<file path="config.mk">
export PLATFORM = sky130hd
export DESIGN_NAME = sar_conv_ctrl
export DESIGN_NICKNAME = d
export VERILOG_FILES = /design/src/common/sar_pkg.sv /design/src/design/sar_conv_ctrl.sv
export SDC_FILE = /design/constraint.sdc
export NUM_CORES = 1
export LEC_CHECK = 0
export ABC_CLOCK_PERIOD_IN_PS = 3590
export BUFFER_PORTS_ARGS = -buffer_cell sky130_fd_sc_hd__buf_2
export CORE_ASPECT_RATIO = 1.25
export CORE_MARGIN = 2
export CORE_UTILIZATION = 55
export CTS_CLUSTER_DIAMETER = 60
export DETAILED_ROUTE_END_ITERATION = 8
export PLACE_DENSITY = 0.78
export SYNTH_ARGS = -nofsm -noshare
export SYNTH_HDL_FRONTEND = slang
export SYNTH_SLANG_ARGS = --single-unit
</file>
<file path="constraint.sdc">
create_clock -name clk_sys -period 3.59 [get_ports clk_sys]
set_input_delay 0.5385 -clock clk_sys [delete_from_list [all_inputs] [get_ports clk_sys]]
set_output_delay 0.5385 -clock clk_sys [all_outputs]
set_load 0.02 [all_outputs]
</file>
<file path="src/common/sar_pkg.sv">
// What this block does
// RL1: Conversion-start rising edge ends acquisition, starts conversion
// RL2: Trial DAC has eighteen binary-weighted elements
// RL3: Decide bits MSB first, halving each step
// RL4: After last trial latch code, drop busy
// RL5: Internal conversion clock times trials, not serial clock
// RL6: Straight binary code, midscale has only top bit
// RL7: Span compression maps codes to tenth..nine-tenths reference
// RL8: Above active span saturates to all ones
// RL9: Below active span saturates to all zeros
// RL10: Active input clamp sets the overvoltage flag
// RL11: Flag readable by register frame and status bits
// RL12: Flag is active low, zero means overvoltage
// RL13: Flag sticky, cleared by read once clamp off
// RL14: Result holds until next conversion completes
package sar_pkg;

  // ==========================================================
  // Converter sizes and codes
  localparam int RES_BITS = 18;
  localparam logic [17:0] CODE_ZERO = 18'h0_0000;
  localparam logic [17:0] CODE_MID = 18'h2_0000;
  localparam logic [17:0] CODE_FULL = 18'h3_ffff;

  // ==========================================================
  // Timing: one trial step of the internal conversion clock
  localparam int CLK_PERIOD_NS = 10;
  localparam int TRIAL_STEP_NS = 80;
  localparam int TRIAL_STEP_CYC = (TRIAL_STEP_NS + CLK_PERIOD_NS - 1) / CLK_PERIOD_NS;

  // ==========================================================
  // Serial frames
  localparam int FRAME_W = 24;
  localparam logic [4:0] DATA_FRAME_BITS = 5'd24;
  localparam logic [4:0] REG_FRAME_BITS = 5'd16;
  localparam int CFG_OV_BIT = 0;
  localparam int CFG_SPAN_BIT = 1;
  localparam logic OV_FLAG_RESET = 1'b1;

  // ==========================================================
  // Types
  typedef enum logic [1:0] {
    SAR_ACQ = 2'b00,
    SAR_TRIAL = 2'b01,
    SAR_LATCH = 2'b11
  } sar_state_type;

  // Conditions captured at the sampling instant
  typedef struct packed {
    logic span;
    logic over;
    logic under;
  } sar_sample_type;

  // Status bits appended to conversion data
  typedef struct packed {
    logic ov_n;
    logic span;
    logic over;
    logic under;
    logic [1:0] spare;
  } sar_status_type;

endpackage

</file>
<file path="src/design/sar_conv_ctrl.sv">
`timescale 1ns/1ps
module sar_conv_ctrl
  import sar_pkg::*;
(
  input wire logic clk_sys,
  input wire logic rst,
  input wire logic conversion_start,
  input wire logic comp_above,
  input wire logic over_range,
  input wire logic under_range,
  input wire logic clamp_active,
  input wire logic span_compress_en,
  input wire logic sck,
  input wire logic sdi,
  output logic sdo,
  output logic busy,
  output logic hold,
  output logic [RES_BITS-1:0] dac_code,
  output logic dac_span,
  output logic [RES_BITS-1:0] result_code,
  output logic overvoltage_flag_n
);

  // ==========================================================
  // Input synchronisers
  localparam int NSYNC = 7;
  logic [NSYNC-1:0] async_in; // Pins from outside the clock domain
  logic [NSYNC-1:0] sync1; // First stage, read only by sync2
  logic [NSYNC-1:0] sync2; // Safe copies
  logic [NSYNC-1:0] sync3; // Delayed copies for edge finding

  assign async_in = {conversion_start, comp_above, over_range,
                     under_range, clamp_active, sck, sdi};

  // Two flops per pin, plus one for edges
  // The first stage may go metastable, so only the second stage
  // feeds logic; the third copy exists purely to find edges.
  // Reset clears all three, which matches the idle level of
  // conversion_start and sck, so no false edge follows reset.
  genvar gi;
  generate
    for (gi = 0; gi < NSYNC; gi++) begin : g_sync
      always_ff @(posedge clk_sys or posedge rst) begin
        if (rst) begin
          sync1[gi] <= 1'b0;
          sync2[gi] <= 1'b0;
          sync3[gi] <= 1'b0;
        end else begin
          sync1[gi] <= async_in[gi];
          sync2[gi] <= sync1[gi];
          sync3[gi] <= sync2[gi];
        end
      end
    end
  endgenerate

  logic s_cnv; // Synced conversion start
  logic s_comp; // Synced comparator decision
  logic s_over; // Synced over-range detector
  logic s_under; // Synced under-range detector
  logic s_clamp; // Synced clamp indicator
  logic s_sdi; // Synced serial data in
  logic cnv_rise; // Conversion start edge
  logic cnv_fall; // Frame start edge
  logic sck_fall; // Serial shift edge

  assign {s_cnv, s_comp, s_over, s_under, s_clamp} = sync2[6:2];
  assign s_sdi = sync2[0];
  assign cnv_rise = sync2[6] & ~sync3[6];
  assign cnv_fall = ~sync2[6] & sync3[6];
  assign sck_fall = ~sync2[1] & sync3[1];

  // ==========================================================
  // Internal conversion clock
  sar_state_type state; // Conversion phase
  logic [7:0] div; // Trial step divider
  logic [7:0] next_div;
  logic tick; // One-cycle trial enable

  // The divider is the conversion clock: one trial per tick.
  // It is held at zero outside trials so every conversion
  // starts with a full first step for the comparator to settle.

  assign tick = (div == 8'(TRIAL_STEP_CYC - 1));

  // Divider runs only while trials are in progress
  always_comb begin
    if (state != SAR_TRIAL) begin
      next_div = 8'h00; // RL5
    end else if (tick) begin
      next_div = 8'h00;
    end else begin
      next_div = div + 8'h01;
    end
  end

  // Divider register
  always_ff @(posedge clk_sys or posedge rst) begin
    if (rst) begin
      div <= 8'h00;
    end else begin
      div <= next_div;
    end
  end

  // ==========================================================
  // Successive approximation controller
  sar_state_type next_state;
  logic [4:0] bit_idx; // Bit under trial
  logic [4:0] next_bit_idx;
  logic [RES_BITS-1:0] next_dac_code;
  logic [RES_BITS-1:0] next_result;
  sar_sample_type smp; // Captured span and range state
  sar_sample_type next_smp;
  logic next_busy;
  logic next_hold;

  // Phase sequencing and bit decisions
  // Each decision uses the comparator level sampled through the
  // synchroniser, which lags the trial code by two cycles; a
  // step of several cycles leaves ample margin for that lag.
  // Start edges seen outside acquisition are ignored on purpose.
  always_comb begin
    next_state = state;
    next_bit_idx = bit_idx;
    next_dac_code = dac_code;
    next_result = result_code;
    next_smp = smp;
    next_busy = busy;
    next_hold = hold;
    case (state)
      // Acquisition: wait for the start edge
      SAR_ACQ: begin
        if (cnv_rise) begin
          next_state = SAR_TRIAL; // RL1
          next_hold = 1'b1; // RL1
          next_busy = 1'b1;
          next_smp = '{span: span_compress_en, over: s_over, under: s_under};
          next_dac_code = CODE_MID; // RL3
          next_bit_idx = 5'(RES_BITS - 1); // RL2
        end
      end
      // One decision per conversion clock tick
      SAR_TRIAL: begin
        if (tick) begin
          if (!s_comp) begin
            next_dac_code[bit_idx] = 1'b0; // RL3
          end
          if (bit_idx == 5'd0) begin
            next_state = SAR_LATCH;
          end else begin
            next_bit_idx = bit_idx - 5'd1; // RL3
            next_dac_code[bit_idx - 5'd1] = 1'b1; // RL3
          end
        end
      end
      // Final code with saturation, then end of busy
      SAR_LATCH: begin
        if (smp.over) begin
          next_result = CODE_FULL; // RL8
        end else if (smp.under) begin
          next_result = CODE_ZERO; // RL9
        end else begin
          next_result = dac_code; // RL6
        end
        next_busy = 1'b0; // RL4
        next_hold = 1'b0;
        next_state = SAR_ACQ;
      end
      default: begin
        next_state = SAR_ACQ;
        next_busy = 1'b0;
        next_hold = 1'b0;
      end
    endcase
  end

  // Controller registers; result only changes in the latch phase
  // The span mode reaches the DAC as soon as it is captured and
  // stays fixed for the whole conversion.
  always_ff @(posedge clk_sys or posedge rst) begin
    if (rst) begin
      state <= SAR_ACQ;
      bit_idx <= 5'd0;
      dac_code <= CODE_ZERO;
      result_code <= CODE_ZERO;
      smp <= '0;
      busy <= 1'b0;
      hold <= 1'b0;
      dac_span <= 1'b0;
    end else begin
      state <= next_state;
      bit_idx <= next_bit_idx;
      dac_code <= next_dac_code;
      result_code <= next_result; // RL14
      smp <= next_smp;
      busy <= next_busy;
      hold <= next_hold;
      dac_span <= next_smp.span; // RL7
    end
  end

  // ==========================================================
  // Serial readout
  // A falling conversion_start during acquisition opens a frame;
  // the sdi level at that moment picks the register frame or the
  // data frame. Bits leave MSB first, one per falling sck edge.
  // A rising conversion_start aborts a frame, which then does not
  // count as a read of the flag.
  logic frame_on; // Frame in progress
  logic next_frame_on;
  logic [FRAME_W-1:0] shift; // Outgoing bits, MSB first
  logic [FRAME_W-1:0] next_shift;
  logic [4:0] cnt; // Bits shifted so far
  logic [4:0] next_cnt;
  logic [4:0] flen; // Length of this frame
  logic [4:0] next_flen;
  logic read_done; // Full frame read, one cycle
  logic next_read_done;
  sar_status_type stat; // Status appended to data
  logic [7:0] cfg; // Configuration register image

  always_comb begin
    stat = '{ov_n: overvoltage_flag_n, span: smp.span, over: smp.over,
             under: smp.under, spare: 2'b00};
    cfg = 8'h00;
    cfg[CFG_OV_BIT] = overvoltage_flag_n; // RL11
    cfg[CFG_SPAN_BIT] = span_compress_en;
  end

  // Frame load, shift and completion
  // The frame ends after exactly flen falling edges; read_done
  // pulses once so that the flag logic sees a single read.
  always_comb begin
    next_frame_on = frame_on;
    next_shift = shift;
    next_cnt = cnt;
    next_flen = flen;
    next_read_done = 1'b0;
    if (cnv_rise) begin
      next_frame_on = 1'b0;
    end else if (cnv_fall && state == SAR_ACQ) begin
      next_frame_on = 1'b1;
      next_cnt = 5'd0;
      if (s_sdi) begin
        next_flen = REG_FRAME_BITS; // RL11
        next_shift = {8'h00, cfg, 8'h00};
      end else begin
        next_flen = DATA_FRAME_BITS; // RL11
        next_shift = {result_code, stat};
      end
    end else if (frame_on && sck_fall) begin
      next_shift = {shift[FRAME_W-2:0], 1'b0};
      next_cnt = cnt + 5'd1;
      if (cnt + 5'd1 == flen) begin
        next_frame_on = 1'b0;
        next_read_done = 1'b1;
      end
    end
  end

  // Serial registers
  // Sdo is zero outside frames so a released line reads low.
  always_ff @(posedge clk_sys or posedge rst) begin
    if (rst) begin
      frame_on <= 1'b0;
      shift <= '0;
      cnt <= 5'd0;
      flen <= DATA_FRAME_BITS;
      read_done <= 1'b0;
      sdo <= 1'b0;
    end else begin
      frame_on <= next_frame_on;
      shift <= next_shift;
      cnt <= next_cnt;
      flen <= next_flen;
      read_done <= next_read_done;
      sdo <= next_frame_on & next_shift[FRAME_W-1];
    end
  end

  // ==========================================================
  // Overvoltage flag
  logic next_ov_n;

  // Sticky low; a clamp event wins over a clearing read
  // The flag clears only on a completed read with the clamp off,
  // so a host cannot miss an event that is still in progress.
  always_comb begin
    next_ov_n = overvoltage_flag_n;
    if (read_done && !s_clamp) begin
      next_ov_n = 1'b1; // RL13
    end
    if (s_clamp) begin
      next_ov_n = 1'b0; // RL10 RL12
    end
  end

  // Flag register
  always_ff @(posedge clk_sys or posedge rst) begin
    if (rst) begin
      overvoltage_flag_n <= OV_FLAG_RESET;
    end else begin
      overvoltage_flag_n <= next_ov_n;
    end
  end

endmodule

</file>
Word-level counts from Yosys, hierarchy flattened
Index checks and enable logic that the tools add are counted.
Word-level totals
  flip-flop bits (word level): 109
  input port bits: 10
  output and inout port bits: 41
Cells by class
  add/subtract/negate cells: 3
  magnitude comparators: 4
  eq/ne operators: 9
  multiplexer cells: 42
  bitwise logic cells: 12
  reduce and logical (&&, ||, !) cells: 18
Operator list (count)
  18-bit 2-to-1 mux: 8
  24-bit 2-to-1 mux: 4
  18-bit case mux with 2 select lines: 1
  5-bit 2-to-1 mux: 5
  18-bit AND: 1
  18-bit inverter: 1
  18-bit OR: 1
  8-bit 2-to-1 mux: 2
  1-bit 2-to-1 mux: 13
  5-bit by 6-bit less-than comparator with 1-bit output (second input constant): 2
  1-bit demux with 5-bit select: 2
  5-bit by 1-bit >= comparator with 1-bit output (second input constant): 2
  5-bit case mux with 2 select lines: 1
  8-bit by 1-bit adder with 8-bit output (second input constant): 1
  8-bit by 3-bit == test with 1-bit output (second input constant): 1
  2-bit != test (second input constant): 4
  2-bit AND reduction: 4
  2-bit 2-to-1 mux: 3
  3-bit AND reduction: 2
  2-bit nonzero test: 3
  5-bit by 1-bit adder with 5-bit output (second input constant): 1
  5-bit == test: 1
  1-bit logical AND: 5
  5-bit logical NOT: 1
  other kinds (12): 19

Longest topological paths before layout
  depth after elaboration: 13
  gate-level depth with buffers: 8
  mapped depth without buffers: 6

Worst setup path after synthesis
Ideal clock, no wire load.
  path type: reg2reg
  start: register bit_idx[1]
  end: register dac_code[0]
  library setup time: 130 ps
  arrival: 1822 ps
  data required time: 3460 ps
  setup slack: 1638 ps
  cell stages (with the launch flop): 8
  path buffers: 1
  period minus slack after synthesis: 1952 ps
  path through: dfrtp_1 > clkbuf_1 > inv_1 > ha_1 > or4b_2 > and4_1 > nand2_1 > o21ai_0
On the way
  cells in the longest elaborated chain, start to end: 13
RTL lines
  from (decl): line sar_conv_ctrl.sv:109  | logic [4:0] bit_idx;
  from (signal assigned): line sar_conv_ctrl.sv:193  | bit_idx <= next_bit_idx;
  parallel branches: the longest is 10 deep, another holds 5-bit by 6-bit less-than comparator with 1-bit output
  18-bit 2-to-1 mux *: line sar_conv_ctrl.sv:149  | if (bit_idx == 5'd0) begin
  18-bit 2-to-1 mux *: line sar_conv_ctrl.sv:145  | if (tick) begin
  18-bit case mux with 2 select lines *: line sar_conv_ctrl.sv:131  | case (state)
  to (signal assigned): line sar_conv_ctrl.sv:194  | dac_code <= next_dac_code;
  to (decl): line sar_conv_ctrl.sv:18  | output logic [RES_BITS-1:0] dac_code,
Mark *: on every way between the ends. The select of a mux whose other input is x is not followed.
A chain may end at the register's enable or synchronous reset.

Worst setup path in the final report
  start: register bit_idx[0]
  end: register dac_code[4]
The elaborated chain is that of the path after synthesis.

==> results.sh <==
export IMPL_status="complete, but fails checks"
export IMPL_violations="design-rule violations"
export IMPL_fin_util=0.6175
export IMPL_fin_hold_ws_ns=0.2606
export IMPL_cts_hold_buf=0
export IMPL_io_pin_count=51
export IMPL_cts_sinks=104
export IMPL_cp_cell_sequence="inv_1, ha_1, or4b_2, and4_1, nand2_1, o21ai_0"
export IMPL_setup_tns_ns=0
export IMPL_worstSetupPathType="flip-flop to flip-flop"
export IMPL_slew_headroom=0.2718
export IMPL_fin_crit_ns=2.386
export IMPL_synthDistinctLibCells=61
export IMPL_leakagePower_nw=2.351
export IMPL_synth_edf_count=0
export IMPL_cpPeakStageDelay_ns=0.63
export IMPL_cts_root_buffer="clkbuf_8"
export IMPL_dp_cells=565
export IMPL_worstSetupEndpointType="flip-flop"
export IMPL_yosys_area_top_type="dfrtp_1"
export IMPL_grt_max_degree=55
export IMPL_wl_per_cell_um=17.27
export IMPL_met2_wirelength_um=5062
export IMPL_yosysSeqAreaShare=0.5655
export IMPL_nets=495
export IMPL_power_density_mw_per_mm2=767.1
export IMPL_grt_total_usage=0.2373
export IMPL_drv_cap=0
export IMPL_numPortBuffers=50
export IMPL_post_drt_via_cell_ratio=6.046
export IMPL_postCtsSetupRepairBufs=0
export IMPL_core_mm2=0.008194
export IMPL_die_y_um=106.3
export IMPL_power_w=0.003882
export IMPL_wl_met1_um=4394
export IMPL_crit_slowest_cell="or4b_2"
export IMPL_rows=37
export IMPL_first_global_vias=3392
export IMPL_skew_ns=0.006191
export IMPL_period_share=0.6645
export IMPL_htree_levels=3
export IMPL_ir_drop_uv=359.7
export IMPL_top_layer_used="met4"
export IMPL_synth_main_ff_cell="dfrtp_1"
export IMPL_stdcell_count=581
export IMPL_wl_um=10040
export IMPL_hold_viol=0
export IMPL_grt_pass1_wl_um=16840
export IMPL_clk_latency_ns=0.37
export IMPL_ant_nets=0
export IMPL_cts_tree="built"
export IMPL_synth_seq_cells=104
export IMPL_synth_area_leaders="dfrtp_1, nor2_1, a21oi_1"
export IMPL_antenna_found_initial=0
export IMPL_drt_pre_antenna_iters=8
export IMPL_die_w_um=85.86
export IMPL_slew_viol_final=0
export IMPL_drive_above_1_share=0.1880
export IMPL_cp_data_arrival_time_ns=2.63
export IMPL_hold_path_class="input pin to asynchronous set/reset pin"
export IMPL_rsz0062_at_grt="false"
export IMPL_drc=2
export IMPL_cp_start_kind="flip-flop"
export IMPL_area_growth_pct=9.832
export IMPL_yosysWarnings=0
export IMPL_setup_viol=0
export IMPL_avgSynthCellArea_um2=10.49
export IMPL_initial_core_util=0.5622
export IMPL_routabilityCongestion=0.9232
export IMPL_tightest_slew_ns=1.092
export IMPL_gr_total_overflow=0
export IMPL_synthCells=439
export IMPL_crit_required_ns=3.83
export IMPL_drt_iter0_drc=311
export IMPL_die_area_mm2=0.009129
export IMPL_crit_fanout=12
export IMPL_via_count=3513
export IMPL_reg2reg_slack_ns=1.20
export IMPL_syn_nets=455
export IMPL_wl_met3_um=364
export IMPL_syn_area_mm2=0.004607
export IMPL_antenna_cells=0
export IMPL_synth_top_area_frac=0.5540
export IMPL_clkSlewWorstSetupHoldPaths_ns=0.09
export IMPL_cts_buffers=9
export IMPL_path_buf_inv=1
export IMPL_cts_buffer_depth=2
export IMPL_max_freq_ghz=0.4192
export IMPL_cts_resized=0
export IMPL_cp_top_family="simple AND/OR/NAND/NOR gates"
export IMPL_dpl_hpwl_um=7024
export IMPL_async_reset_ff_frac=1.000
## worst paths after layout
| check | start | endpoint | depth (start not counted) |
|---|---|---|---|
| worst max-delay path | bit_idx[0]$_DFFE_PP0P_ | dac_code[4]$_DFFE_PP0P_ | 6 |
| worst min register to register | sync1[0]$_DFF_PP0_ | s_sdi$_DFF_PP0_ | 0 |
| max in group asynchronous | rst | overvoltage_flag_n$_DFFE_PP1P_ | 3 |
| min in group clk_sys | comp_above | sync1[5]$_DFF_PP0_ | 1 |
| worst min-delay path | rst | div[4]$_DFF_PP0_ | 2 |
| worst max register to register | bit_idx[0]$_DFFE_PP0P_ | dac_code[4]$_DFFE_PP0P_ | 6 |
## metrics by stage
stage	setup slack (ns)	cell area, um^2
after floorplan	0.3226	4607
after global placement	1.388	4875
after detailed placement	1.270	4875
after CTS	1.249	5060
after global routing	1.061	5060
final	1.204	5060
## where the power goes
| part | switching [W] | total (W) | internal, W | leakage (nW) |
|---|---|---|---|---|
| logic | 0.000785 | 0.00128 | 0.000497 | 0.942 |
| registers | 0.000387 | 0.00192 | 0.00153 | 1.32 |
| clock network | 0.000373 | 0.000682 | 0.000309 | 0.0927 |
## cell type report
class,instances,area (um^2)
tap,97,121.4
inverter,11,43.79
fill,668,3134
multi-input combinational,300,1832
timing repair buffer,53,272.8
sequential,104,2605
clock buffer,14,172.7
clock inverter,2,12.51
## synthesized netlist by cell type (all sizes together) (6+ instances only)
library cell	instances
ha	6
inv	10
nor3	6
clkbuf	16
dfrtp	102
a221oi	18
nand2b	7
nor2	73
buf	8
nand2	24
o21ai	26
o211ai	9
a21oi	45
nand3	9
o22ai	6
## registers in the layout, indices dropped and copies added (netlist names), 2 cells and up
register     flops
bit_idx          5
cnt              5
dac_code        18
div              8
result_code     18
shift           23
smp              3
state            2
sync1            7
sync3            2
## placed cells by master (no fill, tap or decap), types with 6 or more instances in the layout
cell and count:
a21oi_1 44, a221oi_1 17, buf_2 50, clkbuf_8 12
dfrtp_1 102, ha_1 6, inv_1 9, nand2_1 24
nand2b_1 7, nand3_1 8, nor2_1 72, o211ai_1 9
o21ai_0 25, o22ai_1 6
## metal layers
layer	global-route usage	vias to the layer above
li1	-	1653
met1	0.3180	1744
met2	0.3810	99
met3	0.04969	17
met4	0.08617	0
met5	0	-
## kinds of logic after synthesis
logic type	synth area share
xor+xnor	0.01521
simple gates	0.1782
buf+inv	0.03694
compound gates	0.1754
fa+ha+maj	0.01630
mux	0.01249
flops	0.5655
No activity file was read; power rests on OpenSTA's default activity.
